$ cat src/core/acs_cfg.svh
// offsets, field positions, reset values and unlock key of the algorithm command/status registers
`ifndef ACS_CFG_SVH
`define ACS_CFG_SVH

`define ACS_ADDR_W          12
`define ACS_OFF_CMD_WORD    12'h0e6
`define ACS_OFF_STATUS      12'h0ec

`define ACS_CMD_RESET       32'h0000_0000
`define ACS_STATUS_RESET    32'h0000_0000

`define ACS_BIT_STORE       31
`define ACS_BIT_LOAD        30
`define ACS_BIT_FAULT_CLR   29
`define ACS_BIT_RETRY_CLR   28
`define ACS_KEY_MSB         27
`define ACS_KEY_LSB         20
`define ACS_BIT_ALIVE       0

`define ACS_CUR_MSB         31
`define ACS_CUR_LSB         16
`define ACS_PWR_MSB         15
`define ACS_PWR_LSB         0

// arbitrary unlock value, replace with the product value
`define ACS_UNLOCK_KEY      8'h5a

// internal controller must answer a non-volatile request within this many cycles
`define ACS_NVM_TIMEOUT     16'h0400

`endif

$ cat src/core/acs_pkg.sv
// types shared by the algorithm command/status register modules
package acs_pkg;

   typedef logic [31:0] acs_word_t;
   typedef logic [15:0] acs_half_t;
   typedef logic [11:0] acs_addr_t;
   typedef logic [7:0]  acs_key_t;

   typedef enum logic [2:0] {
      ACS_NVM_IDLE  = 3'b001,
      ACS_NVM_STORE = 3'b010,
      ACS_NVM_LOAD  = 3'b100
   } acs_nvm_state_t;

   typedef struct packed {
      logic store;
      logic load;
      logic fault_clr;
      logic retry_clr;
      logic alive;
      logic key_bad;
   } acs_cmd_t;

endpackage

$ cat src/core/acs_cmd_if.sv
// carrier between the command decoder and the register bank
`timescale 1ns/100ps
interface acs_cmd_if;
   import acs_pkg::*;
   acs_word_t wdata;
   logic      wr_hit;
   acs_cmd_t  cmd;

   modport bank (output wdata, output wr_hit, input cmd);
   modport dec  (input wdata, input wr_hit, output cmd);
endinterface

$ cat src/core/acs_cmd_decode.sv
// splits a command-word write into one-cycle action requests
`timescale 1ns/100ps
`include "acs_cfg.svh"
module acs_cmd_decode (
   acs_cmd_if.dec cif
);
   import acs_pkg::*;

   function automatic logic key_ok(input acs_word_t w);
      key_ok = (w[`ACS_KEY_MSB:`ACS_KEY_LSB] == `ACS_UNLOCK_KEY);
   endfunction

   logic store_bit;

   always_comb begin
      store_bit         = cif.wr_hit & cif.wdata[`ACS_BIT_STORE];
      // store only with the right key; a bad key turns the request into a reject report
      cif.cmd.store     = store_bit & key_ok(cif.wdata);
      cif.cmd.key_bad   = store_bit & ~key_ok(cif.wdata);
      cif.cmd.load      = cif.wr_hit & cif.wdata[`ACS_BIT_LOAD];
      cif.cmd.fault_clr = cif.wr_hit & cif.wdata[`ACS_BIT_FAULT_CLR];
      cif.cmd.retry_clr = cif.wr_hit & cif.wdata[`ACS_BIT_RETRY_CLR];
      cif.cmd.alive     = cif.wr_hit & cif.wdata[`ACS_BIT_ALIVE];
   end

endmodule // acs_cmd_decode

$ cat src/core/acs_regs.sv
// algorithm command word and bus current/power status register bank
`timescale 1ns/100ps
`include "acs_cfg.svh"

// Functional notes
// - the upper half of the status word carries bus current in units of 1/256 A.
// - the lower half of the status word carries input power in units of 1/64 W.
// - writing one to the store bit copies the shadow configuration into non-volatile memory.
// - writing one to the load bit copies the stored defaults from non-volatile memory into the shadow registers.
// - writing one to the fault clear bit clears all driver and controller faults.
// - writing one to the retry clear bit resets the lock-fault retry counters.
// - the store only happens when the 8-bit key field holds the valid unlock key.
// - the internal controller returns the host alive bit to zero after the host sets it.
// - the command word sits at offset e6h, resets to zero, and every field is writable.
module acs_regs (
   input  wire logic             SYS_CLK,
   input  wire logic             SRST,
   input  wire logic             CE,
   input  wire logic             REG_WR,
   input  wire logic             REG_RD,
   input  wire acs_pkg::acs_addr_t REG_ADDR,
   input  wire acs_pkg::acs_word_t REG_WDATA,
   output      acs_pkg::acs_word_t REG_RDATA,
   output      logic             REG_RVALID,
   input  wire acs_pkg::acs_half_t BUS_CURRENT_IN,
   input  wire acs_pkg::acs_half_t INPUT_POWER_IN,
   input  wire logic             NVM_DONE,
   input  wire logic             HOST_ALIVE_ACK,
   output      logic             NVM_STORE_REQ,
   output      logic             NVM_LOAD_REQ,
   output      logic             NVM_BUSY,
   output      logic             NVM_TIMEOUT,
   output      logic             FAULT_CLEAR,
   output      logic             RETRY_CLEAR,
   output      logic             HOST_ALIVE,
   output      logic             KEY_REJECT,
   output      logic             CMD_REFUSED
);
   import acs_pkg::*;

   acs_cmd_if cif ();

   acs_cmd_decode acs_cmd_decode_inst (
      .cif (cif.dec)
   );

   acs_word_t      status_reg;
   acs_word_t      rdata_reg;
   logic           rvalid_reg;
   acs_nvm_state_t nvm_state_reg;
   acs_nvm_state_t nvm_state_next;
   logic [15:0]    wait_cnt_reg;
   logic           store_req_reg;
   logic           load_req_reg;
   logic           timeout_reg;
   logic           fault_clr_reg;
   logic           retry_clr_reg;
   logic           alive_reg;
   logic           key_rej_reg;
   logic           refused_reg;
   logic           nvm_start;
   logic           nvm_refuse;
   logic           busy_reg;
   logic [15:0]    busy_run_reg;

   // write-only word: only the exact offset is decoded, anything else is dropped
   assign cif.wr_hit = CE & REG_WR & (REG_ADDR == `ACS_OFF_CMD_WORD);
   assign cif.wdata  = REG_WDATA;

   // status snapshot, refreshed every enabled cycle so a read sees a coherent pair
   always_ff @(posedge SYS_CLK) begin
      if (SRST) begin
         status_reg <= `ACS_STATUS_RESET;
      end else if (CE) begin
         status_reg <= {BUS_CURRENT_IN, INPUT_POWER_IN};
      end
   end

   // read port: one-cycle answer; command word is write-only and unmapped offsets read zero
   always_ff @(posedge SYS_CLK) begin
      if (SRST) begin
         rdata_reg  <= 32'h0000_0000;
         rvalid_reg <= 1'b0;
      end else if (CE) begin
         rvalid_reg <= REG_RD;
         if (REG_RD && REG_ADDR == `ACS_OFF_STATUS) begin
            rdata_reg <= status_reg;
         end else begin
            rdata_reg <= 32'h0000_0000;
         end
      end
   end

   // non-volatile sequencer: one request at a time, store beats load when both are written
   assign nvm_start  = (cif.cmd.store | cif.cmd.load) & (nvm_state_reg == ACS_NVM_IDLE);
   assign nvm_refuse = (cif.cmd.store | cif.cmd.load) & (nvm_state_reg != ACS_NVM_IDLE);

   always_comb begin
      nvm_state_next = nvm_state_reg;
      unique case (nvm_state_reg)
         ACS_NVM_IDLE: begin
            if (cif.cmd.store) begin
               nvm_state_next = ACS_NVM_STORE;
            end else if (cif.cmd.load) begin
               nvm_state_next = ACS_NVM_LOAD;
            end
         end
         ACS_NVM_STORE,
         ACS_NVM_LOAD: begin
            // a controller that never answers must not lock the port out forever
            if (NVM_DONE || wait_cnt_reg == `ACS_NVM_TIMEOUT) begin
               nvm_state_next = ACS_NVM_IDLE;
            end
         end
         default: begin
            nvm_state_next = ACS_NVM_IDLE;
         end
      endcase
   end

   always_ff @(posedge SYS_CLK) begin
      if (SRST) begin
         nvm_state_reg <= ACS_NVM_IDLE;
         busy_reg      <= 1'b0;
      end else if (CE) begin
         nvm_state_reg <= nvm_state_next;
         // busy mirrors the state register so the output comes from a flip-flop
         busy_reg      <= (nvm_state_next != ACS_NVM_IDLE);
      end
   end

   always_ff @(posedge SYS_CLK) begin
      if (SRST) begin
         wait_cnt_reg <= 16'h0000;
      end else if (CE) begin
         if (nvm_state_reg == ACS_NVM_IDLE) begin
            wait_cnt_reg <= 16'h0000;
         end else begin
            wait_cnt_reg <= wait_cnt_reg + 16'h0001;
         end
      end
   end

   always_ff @(posedge SYS_CLK) begin
      if (SRST) begin
         timeout_reg <= 1'b0;
      end else if (CE) begin
         timeout_reg <= (nvm_state_reg != ACS_NVM_IDLE) && !NVM_DONE && (wait_cnt_reg == `ACS_NVM_TIMEOUT);
      end else begin
         timeout_reg <= 1'b0;
      end
   end

   // request pulses last one cycle, so every accepted write of one gives exactly one action
   always_ff @(posedge SYS_CLK) begin
      if (SRST) begin
         store_req_reg <= 1'b0;
         load_req_reg  <= 1'b0;
      end else if (CE) begin
         store_req_reg <= nvm_start & cif.cmd.store;
         load_req_reg  <= nvm_start & ~cif.cmd.store & cif.cmd.load;
      end else begin
         store_req_reg <= 1'b0;
         load_req_reg  <= 1'b0;
      end
   end

   always_ff @(posedge SYS_CLK) begin
      if (SRST) begin
         fault_clr_reg <= 1'b0;
         retry_clr_reg <= 1'b0;
      end else if (CE) begin
         fault_clr_reg <= cif.cmd.fault_clr;
         retry_clr_reg <= cif.cmd.retry_clr;
      end else begin
         fault_clr_reg <= 1'b0;
         retry_clr_reg <= 1'b0;
      end
   end

   always_ff @(posedge SYS_CLK) begin
      if (SRST) begin
         key_rej_reg <= 1'b0;
         refused_reg <= 1'b0;
      end else if (CE) begin
         key_rej_reg <= cif.cmd.key_bad;
         refused_reg <= nvm_refuse;
      end else begin
         key_rej_reg <= 1'b0;
         refused_reg <= 1'b0;
      end
   end

   // host alive flag: set by the host, cleared by the controller's acknowledge; a set wins
   always_ff @(posedge SYS_CLK) begin
      if (SRST) begin
         alive_reg <= 1'b0;
      end else if (CE) begin
         if (cif.cmd.alive) begin
            alive_reg <= 1'b1;
         end else if (HOST_ALIVE_ACK) begin
            alive_reg <= 1'b0;
         end
      end
   end

   assign REG_RDATA     = rdata_reg;
   assign REG_RVALID    = rvalid_reg;
   assign NVM_STORE_REQ = store_req_reg;
   assign NVM_LOAD_REQ  = load_req_reg;
   assign NVM_BUSY      = busy_reg;
   assign NVM_TIMEOUT   = timeout_reg;
   assign FAULT_CLEAR   = fault_clr_reg;
   assign RETRY_CLEAR   = retry_clr_reg;
   assign HOST_ALIVE    = alive_reg;
   assign KEY_REJECT    = key_rej_reg;
   assign CMD_REFUSED   = refused_reg;

   status_read_a: assert property (@(posedge SYS_CLK) disable iff (SRST)
      (CE && REG_RD && REG_ADDR == `ACS_OFF_STATUS && $past(CE))
      |=> REG_RVALID && REG_RDATA[31:16] == $past(BUS_CURRENT_IN, 2))
      else $error("status read lost the bus current half");

   power_half_a: assert property (@(posedge SYS_CLK) disable iff (SRST)
      (CE && REG_RD && REG_ADDR == `ACS_OFF_STATUS && $past(CE))
      |=> REG_RDATA[15:0] == $past(INPUT_POWER_IN, 2))
      else $error("status read lost the power half");

   store_key_a: assert property (@(posedge SYS_CLK) disable iff (SRST)
      (cif.wr_hit && REG_WDATA[`ACS_BIT_STORE] && REG_WDATA[`ACS_KEY_MSB:`ACS_KEY_LSB] == `ACS_UNLOCK_KEY
       && !NVM_BUSY) |=> NVM_STORE_REQ ##1 NVM_BUSY)
      else $error("keyed store not issued");

   load_issue_a: assert property (@(posedge SYS_CLK) disable iff (SRST)
      (cif.wr_hit && REG_WDATA[`ACS_BIT_LOAD] && !REG_WDATA[`ACS_BIT_STORE] && !NVM_BUSY)
      |=> NVM_LOAD_REQ && !NVM_STORE_REQ)
      else $error("load not issued");

   fault_clr_a: assert property (@(posedge SYS_CLK) disable iff (SRST)
      FAULT_CLEAR |-> $past(cif.wr_hit) && $past(REG_WDATA[`ACS_BIT_FAULT_CLR]))
      else $error("fault clear without a write");

   retry_clr_a: assert property (@(posedge SYS_CLK) disable iff (SRST)
      (cif.wr_hit && REG_WDATA[`ACS_BIT_RETRY_CLR]) |=> RETRY_CLEAR)
      else $error("retry clear missed");

   bad_key_a: assert property (@(posedge SYS_CLK) disable iff (SRST)
      (cif.wr_hit && REG_WDATA[`ACS_BIT_STORE] && REG_WDATA[`ACS_KEY_MSB:`ACS_KEY_LSB] != `ACS_UNLOCK_KEY)
      |=> KEY_REJECT && !NVM_STORE_REQ)
      else $error("store taken with a bad key");

   alive_hold_a: assert property (@(posedge SYS_CLK) disable iff (SRST)
      (HOST_ALIVE && CE && HOST_ALIVE_ACK && !cif.cmd.alive) |=> !HOST_ALIVE)
      else $error("alive flag not returned to zero");

   alive_set_a: assert property (@(posedge SYS_CLK) disable iff (SRST)
      (cif.wr_hit && REG_WDATA[`ACS_BIT_ALIVE]) |=> HOST_ALIVE)
      else $error("alive flag not set");

   other_off_a: assert property (@(posedge SYS_CLK) disable iff (SRST)
      (CE && REG_WR && REG_ADDR != `ACS_OFF_CMD_WORD) |=> !FAULT_CLEAR && !RETRY_CLEAR && !NVM_LOAD_REQ)
      else $error("write to another offset had an effect");

   pulse_one_a: assert property (@(posedge SYS_CLK) disable iff (SRST)
      (!cif.cmd.fault_clr && !cif.cmd.retry_clr) |=> !FAULT_CLEAR && !RETRY_CLEAR)
      else $error("command pulse held");

   reset_zero_a: assert property (@(posedge SYS_CLK)
      (!SRST && $past(SRST)) |-> !HOST_ALIVE && !NVM_BUSY && !FAULT_CLEAR && !NVM_STORE_REQ)
      else $error("command state not zero after reset");

   // helper for the bound below: a delay range this long is too costly to unroll
   always_ff @(posedge SYS_CLK) begin
      if (SRST) begin
         busy_run_reg <= 16'h0000;
      end else if (CE) begin
         if (!NVM_BUSY) begin
            busy_run_reg <= 16'h0000;
         end else if (busy_run_reg != 16'hffff) begin
            busy_run_reg <= busy_run_reg + 16'h0001;
         end
      end
   end

   nvm_bound_a: assert property (@(posedge SYS_CLK) disable iff (SRST)
      busy_run_reg <= `ACS_NVM_TIMEOUT + 16'h0001)
      else $error("sequencer stuck busy");

endmodule // acs_regs

$ cat config.mk
export PLATFORM = sky130hd
export DESIGN_NAME = acs_regs
export DESIGN_NICKNAME = d
export VERILOG_FILES = /design/src/core/acs_pkg.sv /design/src/core/acs_cmd_if.sv /design/src/core/acs_cmd_decode.sv /design/src/core/acs_regs.sv
export VERILOG_INCLUDE_DIRS = /design/src /design/src/core
export SDC_FILE = /design/constraint.sdc
export NUM_CORES = 1
export LEC_CHECK = 0
export ABC_AREA = 1
export BUFFER_PORTS_ARGS = -buffer_cell sky130_fd_sc_hd__buf_4
export CAP_MARGIN = 20
export CORE_MARGIN = 4
export CORE_UTILIZATION = 50
export DETAILED_ROUTE_END_ITERATION = 6
export PLACE_DENSITY_LB_ADDON = 0.15
export SLEW_MARGIN = 10
export SYNTH_ARGS = -nofsm -noshare
export SYNTH_HDL_FRONTEND = slang
export SYNTH_HIERARCHICAL = 1
export SYNTH_SLANG_ARGS = --single-unit
$ cat constraint.sdc
create_clock -name SYS_CLK -period 5.4 [get_ports SYS_CLK]
set_clock_uncertainty 0.2 [all_clocks]
set_input_delay 1.08 -clock SYS_CLK [delete_from_list [all_inputs] [get_ports SYS_CLK]]
set_output_delay 1.08 -clock SYS_CLK [all_outputs]
set_load 0.05 [all_outputs]
* After elaboration in Yosys (flattened, before gate mapping)
Index checks and enable logic that the tools add are counted.
Word-level totals: memories 0, output and inout port bits 42, flip-flop bits (word level) 93, bits in latches 0, bits in read-only memories 0, RAM bits 0
Operators by class: add/sub/neg operators 1, equality and inequality tests 9, divide/modulo/power cells 0, order comparisons 0, shift-type cells 0, $mul 0, muxes and demuxes 8, reduce and logical (&&, ||, !) cells 9, bitwise logic cells 18
Operator list (count):
- $mux W32 | 1
- $eq A12 B8 Y1 const B | 2
- $add A16 B1 Y16 const B | 1
- $eq A16 B11 Y1 const B | 1
- $mux W16 | 1
- $and A1 B1 Y1 | 14
- $mux W3 | 3
- $eq A8 B7 Y1 const B | 1
- $ne A3 B1 Y1 const B | 2
- $pmux W3 S2 | 1
- $reduce_or A2 Y1 | 2
- $eq A3 B1 Y1 const B | 1
- $eq A3 B2 Y1 const B | 1
- $eq A3 B3 Y1 const B | 1
- $logic_and A1 B1 Y1 | 3
- $not A1 Y1 | 3
- $mux W1 | 2
- $reduce_and A2 Y1 | 1
- $reduce_bool A2 Y1 | 1
- $logic_not A1 Y1 | 1
- $logic_or A1 B1 Y1 | 1
- $or A1 B1 Y1 | 1

* Longest topological paths before layout
Gate-level depths: netlist (run 1).
word-level depth 8, gate-level depth with buffers 10, gate-level depth less buffers 9

* By module
The synthesis (run 1) kept the hierarchy.
Modules (own cells, without submodules):
- acs_regs | instances 1, sequential area each 1861.8 µm², area an instance 3614.7 µm², cells each 479
- acs_cmd_decode | instances 1, sequential area each 0.0 µm², area an instance 118.9 µm², cells each 31

* Worst setup path before layout (run 1)
Ideal clock, no wire load.
kind input -> register, start input CE, end register nvm_state_reg[2], data required time 5130 ps, cell stages on the path 10, arrival time 2724 ps, setup time 70 ps, slack 2406 ps, path through buf_4 > buf_2 > nand4_1 > nor4_1 > nand2_1 > nor2_2 > o21ai_0 > nor2_1 > nor2_1 > a21oi_1
RTL lines:
- start: declaration | line acs_regs.sv:18 | input wire logic CE,
- end signal: assignment | line acs_regs.sv:126 | nvm_state_reg <= nvm_state_next;
- end: declaration | line acs_regs.sv:50 | acs_nvm_state_t nvm_state_reg;

==> results of run 1 <==
## metal layers
layer	part of all wire	vias to the layer above	wire length, µm	global-route usage
li1	-	1838	-	-
met1	0.43	1596	3730	0.242
met2	0.50	72	4350	0.359
met3	0.066	11	581	0.0622
met4	0.012	0	108	0.0722
met5	0	-	0	0
## final cells by class
class / count / area, µm² / area share
timing repair buffer: 109 / 818 / 0.171
clock buffer: 10 / 128 / 0.0267
sequential: 93 / 1860 / 0.390
clock inverter: 6 / 93.8 / 0.0197
tap: 99 / 124 / 0.0259
inverter: 43 / 161 / 0.0338
multi-input combinational: 346 / 1590 / 0.333
## Yosys cell counts (all sizes together)
cell type	instances
nor2	102
dfxtp	93
nand2	79
o21ai	78
a21oi	50
inv	43
clkbuf	16
nand3	13
buf	12
nand4	7
nor3	7
nor4	3
ha	2
a31oi	1
a32o	1
and2	1
nand3b	1
nor3b	1
## worst max-delay path, delay by kind of cell
kind                   cells  cell delay, ns
AOI/OAI and AO/OA          2            0.33
buffers and inverters      1            0.11
and+or+nand+nor            7            1.42
## power breakdown
part           switching (mW)  leakage (nW)  internal (mW)
combinational           0.108          1.22         0.0673
sequential             0.0160         0.764          0.716
clock                   0.242         0.107          0.265
## path summary, 6_finish.rpt
check | end | cells past startpoint | slack [ns] | start
max | nvm_state_reg[2] | 10 | 2.54 | REG_ADDR[8]
min | REG_RDATA[11] | 2 | 0.26 | status_reg[11]
max reg2reg | wait_cnt_reg[3] | 8 | 3.63 | nvm_state_reg[2]
min reg2reg | REG_RDATA[11] | 2 | 0.26 | status_reg[11]
## cells by family (layout without fill, tap and decap cells)
group | after synthesis | in the layout | synth area share
AOI/OAI and AO/OA | 130 | 130 | 0.176
and+or+nand+nor | 214 | 214 | 0.243
adders and majority gates | 2 | 2 | 0.00670
buffers and inverters | 71 | 168 | 0.0761
DFF | 93 | 93 | 0.499
## metrics by stage
| step | hold WS (ns) | std cells | util | cell area (µm²) | setup WS [ns] |
|---|---|---|---|---|---|
| floorplan | 0.233 | 510 | - | 3730 | 2.41 |
| CTS | 0.265 | 706 | 0.658 | 4770 | 2.54 |
| finish | 0.258 | 706 | 0.658 | 4770 | 2.54 |
| detailed placement | 0.251 | 690 | 0.628 | 4550 | 2.18 |
| global placement | 0.243 | 690 | 0.628 | 4550 | 2.20 |
| global route | 0.281 | 706 | 0.658 | 4770 | 2.17 |
## placed cells by master, fill, tap and decap left out, types with 5 or more instances in the layout
cell	Yosys	final
a21oi_1	50	50
buf_4	1	109
clkbuf_8	0	9
dfxtp_1	93	93
inv_1	43	43
nand2_1	78	78
nand3_1	12	12
nand4_1	7	7
nor2_1	99	99
nor3_1	5	5
o21ai_0	75	75
==> flow_summary_export.csv, run 1 <==
group,metric,value,unit
critical_path,cpMostUsedCell,"nor2_1",
sta,hold_viol_final,0,
die,die_h,94.4,µm
final_layout,finalNetCount,687,
clocking,h-tree-depth,3,
synth,yosysUniqueCellTypes,25,
clocking,root_buffer,"clkbuf_8",
grt,grt_usage,0.207,
critical_path,crit_type,"in -> reg",
critical_path,cp-start-kind,"primary input",
routing,dr_total_vias,3517,
clocking,hold_buffers,0,
routing,drc,0,
die,num_rows,31,
synth,synth_nets,595,
sta,rsz0062_at_grt,"false",
critical_path,worstPathArrival,2.94,ns
min_path,hold_class,"reg -> reg",
clocking,tritoncts,"built",
final_layout,fillCellCount,665,
routing,antenna_left,0,
critical_path,crit_slowest_cell,"nor4_1",
grt,grt_pass1_vias,3362,
clocking,cts_made_buffers,9,
power,irDropWorstVdd,0.217,mV
place,post-dp-hpwl,6.07,mm
die,core_area,7250,µm²
power,powerDensity,296,nW/µm²
power,totalPowerFinal,1.41,mW
grt,overflow,0,
grt,antenna_found_initial,0,
sta,setup_violations,0,
clocking,clock_sinks,93,
power,leakage,2.09,nW
routing,viasPerCell,4.98,
routing,drt_iter0_drc,167,
die,start_util,0.515,
sta,min_period,2.86,ns
clocking,cts_buffer_depth,2,
final_layout,antennaDiodeCount,0,
synth,synth_top_area_frac,0.499,
routing,dr.pass1.iters,4,
sta,tns,0,ns
clocking,cts_resized,0,
clocking,clk_latency,0.35,ns
die,num_io_pins,125,
synth,ys_seq_area_frac,0.499,
critical_path,cp.required,5.48,ns
synth,syn-instance-count,510,
critical_path,max_stage_delay,0.67,ns
routing,wl,8.77,mm
critical_path,endpoint_kind,"register",
routing,detail_route.wl_per_cell,12.4,µm
critical_path,worstPathMaxFanout,5,
final_layout,drive_gt1_frac,0.217,
sta,slew_viol_final,0,
place,gp_congestion,0.824,
synth,syn_area,3730,µm²
die,die_x,94.4,µm
synth,synth_seq_cells,93,
die,dieArea,8910,µm²
critical_path,path_cells,"buf_4 > nor2_1 > nand3_1 > nor4_1 > nand2_1 > nor2_2 > o21ai_0 > nor2_1 > nor2_1 > a21oi_1",
synth,yosys_warnings,6,
status,outcome,"complete, no violations",
sta,fin_crit_sh,0.530,
clocking,postCtsSetupBuffers,0,
grt,grt_max_degree,114,
synth,synthTopCellsByArea,"dfxtp_1 50%, o21ai_0 10%, nor2_1 10%",
place,io_buffers,105,
final_layout,syn2layout_area_growth,27.9,%
sta,worstMarginPinSlew,0.924,ns
synth,yosysTopAreaCell,"dfxtp_1",
sta,relSlewSlack,0.384,
clocking,clkTransAtPathRegs,0.09,ns
grt,grt_pass1_wl,14.7,mm
synth,synth_area_per_cell,7.32,µm²
run,drv_cap,0,
sta,max_freq,349,MHz
Note: power is estimated with default switching activity, not from simulation.
==> run 2: changes to the inputs <==
- ABC_AREA: 1 -> 0
- CORE_UTILIZATION: 50 -> 44
- clock period: 5.4 -> 2.5 ns (I/O delays scaled with it)
==> flow_summary_export.csv, run 2 <==
group,metric,value,unit
place,gp_congestion,0.770,
synth,ys_seq_area_frac,0.546,
clocking,hold_buffers,0,
clocking,cts_resized,0,
clocking,cts_buffer_depth,2,
routing,dr.pass1.iters,4,
sta,worstMarginPinSlew,0.513,ns
grt,grt_usage,0.174,
final_layout,fillCellCount,632,
clocking,tritoncts,"built",
critical_path,endpoint_kind,"register",
sta,max_freq,479,MHz
sta,fin_crit_sh,0.835,
clocking,cts_made_buffers,9,
sta,rsz0062_at_grt,"false",
sta,setup_ws,0.411,ns
routing,wl_met1,3.36,mm
routing,dr_total_vias,2676,
die,start_util,0.460,
routing,drt_iter0_drc,120,
grt,antenna_found_initial,0,
synth,synth_area_per_cell,10.5,µm²
power,leakage,2.02,nW
power,p_seq_frac,0.536,
routing,drc,0,
grt,grt_max_degree,37,
die,core_area,7410,µm²
power,combinationalPowerShare,0.070,
sta,min_period,2.09,ns
power,swShare,0.221,
sta,tns,0,ns
final_layout,syn2layout_area_growth,33.7,%
synth,syn-instance-count,326,
power,irDropWorstVdd,0.414,mV
final_layout,drive_gt1_frac,0.308,
synth,synth_flop_cell,"dfxtp_1",
grt,grt_pass1_vias,2521,
clocking,clkTransAtPathRegs,0.08,ns
sta,hold_viol_final,0,
synth,synth-edff-count,0,
final_layout,final_common_cell,"buf_4",
min_path,hold_class,"in -> reg",
critical_path,worstPathArrival,2.16,ns
synth,yosysMostFrequentCell,"dfxtp_1",
synth,synth_seq_cells,93,
critical_path,cp.required,2.57,ns
sta,relSlewSlack,0.657,
grt,overflow,0,
synth,yosysTopAreaCell,"dfxtp_1",
synth,synthArstFlopShare,0,
die,dieArea,9220,µm²
synth,synthTopCellsByArea,"dfxtp_1 55%, mux2i_1 9.7%, a22o_1 8.2%",
run,drv_cap,0,
critical_path,cp-start-kind,"register",
place,dp_slack,0.0601,ns
clocking,h-tree-depth,3,
power,p_int,2.23,mW
final_layout,antennaDiodeCount,0,
routing,dr_wl_met2,3.65,mm
clocking,clock_sinks,93,
status,outcome,"complete, no violations",
place,post-dp-hpwl,5.46,mm
final_layout,layout_common_cells,"112 x buf_4, 93 x dfxtp_1, 50 x nor2_1",
clocking,clk_latency,0.35,ns
routing,viasPerCell,4.98,
sta,slew_viol_final,0,
synth,synth_commonest_cells,"93 x dfxtp_1, 51 x nor2_1, 33 x mux2i_1",
routing,detail_route.wl_per_cell,14.5,µm
die,die_x,96.0,µm
sta,setup_violations,0,
final_layout,utilization,0.615,
power,powerDensity,627,nW/µm²
final_layout,finalNetCount,518,
power,p_sw,0.630,mW
clocking,postCtsSetupBuffers,0,
synth,syn_area,3410,µm²
synth,yosysUniqueCellTypes,38,
clocking,root_buffer,"clkbuf_8",
grt,grt_pass1_wl,12.3,mm
sta,fin_hold_ws,0.121,ns
routing,wl,7.79,mm
synth,synth_nets,411,
synth,synth_top_area_frac,0.546,
critical_path,worstPathMaxFanout,6,
die,num_io_pins,125,
die,die_h,96.0,µm
critical_path,crit_type,"reg -> reg",
place,io_buffers,105,
routing,dr_wl_met3,701,µm
power,clkPwrFrac,0.393,
routing,antenna_left,0,
routing,top_layer_used,"met4",
synth,yosys_warnings,6,
die,num_rows,31,
-- run 2: changes by cell type after synthesis, sizes merged, moves of 32 or more --
cell   change
nor2      -51
o21ai     -75
a22o      +32
a21oi     -44
nand2     -70
inv       -35
mux2i     +33
-- run 2: worst paths after layout --
| path | start | to | slack [ns] | cells past startpoint |
|---|---|---|---|---|
| min reg2reg | NVM_BUSY | NVM_BUSY | 0.27 | 1 |
| max | wait_cnt_reg[0] | wait_cnt_reg[14] | 0.41 | 5 |
| max reg2reg | wait_cnt_reg[0] | wait_cnt_reg[14] | 0.41 | 5 |
| min | NVM_DONE | NVM_TIMEOUT | 0.12 | 2 |
-- run 2: critical path, stage by stage, from the launching register on --
cell,delay [ns]
dfxtp_1,0.45
ha_1,0.26
nand3_1,0.19
or2_0,0.27
or4_1,0.51
a21oi_1,0.14
-- run 2: logic make-up after synthesis --
kind of cell	share of synthesized area
xor+xnor	0.0360
buf+inv	0.0305
compound gates	0.109
simple gates	0.174
flops	0.546
fa+ha+maj	0.00734
mux	0.0969
-- run 2: final cells by class --
type	instances	area, µm²	share of cell area
sequential	93	1860	0.408
multi-input combinational	208	1450	0.318
timing repair buffer	113	861	0.189
clock buffer	10	138	0.0302
tap	99	124	0.0272
clock inverter	6	93.8	0.0206
inverter	8	30.0	0.00659
-- run 2: power groups by stage --
stage	registers, mW	logic, mW	clock network, mW
6_report	1.53	0.201	1.12
5_1_grt	1.54	0.222	1.21
4_1_cts	1.53	0.205	1.15
3_5_place_dp	1.57	0.204	0
3_3_place_gp	1.57	0.200	0
2_1_floorplan	1.57	0.0944	0
-- run 2: routing by layer --
layer	vias up	global-route usage
met5	-	0
met4	0	0.0521
met3	8	0.0735
met2	82	0.279
met1	1220	0.212
li1	1366	-
-- run 2: stage by stage --
step,cells,total power [mW],cell area (µm²)
CTS,537,2.89,4560
global placement,521,1.77,4330
global route,537,2.97,4560
detailed placement,521,1.77,4330
finish,537,2.86,4560
floorplan,326,1.66,3410
==> run 3: changes to the inputs <==
- clock period: 2.5 -> 1.8 ns (I/O delays scaled with it)
==> flow_summary_export.csv, run 3 (synthesis results as in run 2) <==
group,metric,value,unit
clocking,clk_latency,0.36,ns
sta,fin_crit_sh,0.974,
final_layout,final_common_cell,"buf_4",
routing,dr_total_vias,2794,
routing,antenna_left,0,
final_layout,drive_gt1_frac,0.355,
sta,tns,0,ns
power,p_sw,0.899,mW
clocking,tritoncts,"built",
routing,drc,0,
power,clkPwrFrac,0.354,
final_layout,layoutNonFillerInstCount,552,
clocking,cts_buffer_depth,2,
critical_path,crit_slowest_cell,"and3b_2",
place,gp_congestion,0.784,
critical_path,cp.required,1.85,ns
die,core_area,7410,µm²
die,start_util,0.460,
final_layout,syn2layout_area_growth,39.1,%
sta,max_freq,570,MHz
clocking,cts_made_buffers,9,
power,combinationalPowerShare,0.081,
critical_path,cp-start-kind,"primary input",
critical_path,worstPathArrival,1.80,ns
clocking,clkTransAtPathRegs,0.10,ns
die,dieArea,9220,µm²
grt,grt_pass1_wl,12.9,mm
power,swShare,0.239,
power,powerDensity,793,nW/µm²
place,placed_cells,532,
run,drv_cap,0,
die,num_rows,31,
die,die_h,96.0,µm
critical_path,reg2reg_depth,5,
sta,min_period,1.75,ns
min_path,hold_class,"in -> reg",
sta,setup_violations,0,
routing,detail_route.wl_per_cell,14.5,µm
sta,slew_viol_final,0,
routing,wl,7.99,mm
place,post-dp-hpwl,5.53,mm
min_path,min_from,"INPUT_POWER_IN[7]",
critical_path,r2r_start,"wait_cnt_reg[1]",
power,p_seq_frac,0.565,
routing,dr.pass1.iters,4,
clocking,root_buffer,"clkbuf_8",
grt,overflow,0,
sta,hold_viol_final,0,
final_layout,layout_common_cells,"121 x buf_4, 91 x dfxtp_1, 48 x nor2_1",
min_path,min_path_cells,3,
grt,antenna_found_initial,0,
die,die_x,96.0,µm
critical_path,reg2reg_to,"wait_cnt_reg[14]",
critical_path,rrSetupSlack,0.14,ns
sta,relSlewSlack,0.767,
place,io_buffers,105,
die,num_io_pins,125,
critical_path,crit_type,"in -> reg",
power,p_int,2.86,mW
critical_path,endpoint_kind,"register",
clocking,h-tree-depth,3,
grt,grt_usage,0.180,
routing,viasPerCell,5.06,
status,outcome,"complete, no violations",
critical_path,path_cells,"buf_6 > nor4bb_2 > nand4b_1 > nor2_2 > nand2_1 > and3b_2 > and4b_1 > a21oi_1 > o31ai_1",
final_layout,finalNetCount,533,
critical_path,worstPathMaxFanout,3,
clocking,clock_sinks,93,
sta,rsz0062_at_grt,"true",
power,leakage,2.09,nW
sta,worstMarginPinSlew,0.348,ns
critical_path,max_stage_delay,0.28,ns
final_layout,antennaDiodeCount,0,
min_path,hold_end,"status_reg[7]",
grt,grt_max_degree,49,
power,irDropWorstVdd,0.734,mV
grt,grt_pass1_vias,2795,
routing,drt_iter0_drc,62,
[run 3: metal layers]
layer / track usage / vias to the layer above / share of wire
met5: 0 / - / 0
met4: 0.0569 / 0 / 0.0089
met3: 0.0696 / 7 / 0.10
met2: 0.282 / 89 / 0.45
met1: 0.228 / 1304 / 0.44
li1: - / 1394 / -
[run 3: worst max path at each step]
stage | cells past startpoint | start | end
2_1_floorplan | 10 | CE | nvm_state_reg[2]
3_3_place_gp | 10 | REG_ADDR[4] | nvm_state_reg[0]
3_5_place_dp | 10 | REG_ADDR[4] | nvm_state_reg[0]
4_1_cts | 5 | wait_cnt_reg[1] | wait_cnt_reg[14]
5_1_grt | 9 | REG_ADDR[8] | nvm_state_reg[2]
6_report | 9 | REG_ADDR[8] | nvm_state_reg[2]
[run 3: cell type report]
cell class / count / area [µm²]
fill: 611 / 2670
multi-input combinational: 208 / 1520
tap: 99 / 124
timing repair buffer: 128 / 1010
sequential: 93 / 1870
clock buffer: 11 / 151
clock inverter: 5 / 43.8
inverter: 8 / 30.0
[run 3: worst max-delay path, delay by kind of cell]
family | cells | cell delay (ns)
compound gates | 2 | 0.19
buf+inv | 1 | 0.09
simple gates | 6 | 1.16
[run 3: stage by stage]
stage / total power, mW / setup WS (ns) / hold WS (ns) / cell area [µm²] / utilization
after floorplan: 2.32 / -0.154 / 0.238 / 3440 / -
after global placement: 2.47 / -0.316 / 0.245 / 4440 / 0.600
after detailed placement: 2.47 / -0.364 / 0.254 / 4440 / 0.600
after CTS: 3.80 / 0.000846 / 0.0157 / 4660 / 0.628
after global routing: 3.93 / -0.0560 / 0.0253 / 4740 / 0.640
final: 3.76 / 0.0461 / 0.0282 / 4740 / 0.640
[run 3: power by group through the flow]
stage	clock (mW)	combinational, mW	sequential [mW]
after floorplan	0	0.138	2.18
after global routing	1.46	0.335	2.14
after CTS	1.37	0.301	2.13
final	1.33	0.303	2.13
after detailed placement	0	0.297	2.18
after global placement	0	0.292	2.17
[run 3: repair_timing]
| item | CTS | global route |
|---|---|---|
| gates cloned | 0 | 0 |
| pin swaps | 1 | 12 |
| setup endpoints to repair | 2 | 6 |
| endpoints found under the hold margin | 1 | 0 |
| gates resized for setup | 1 | 16 |
| hold buffers | 1 | 0 |
| buffers inserted | 1 | 2 |
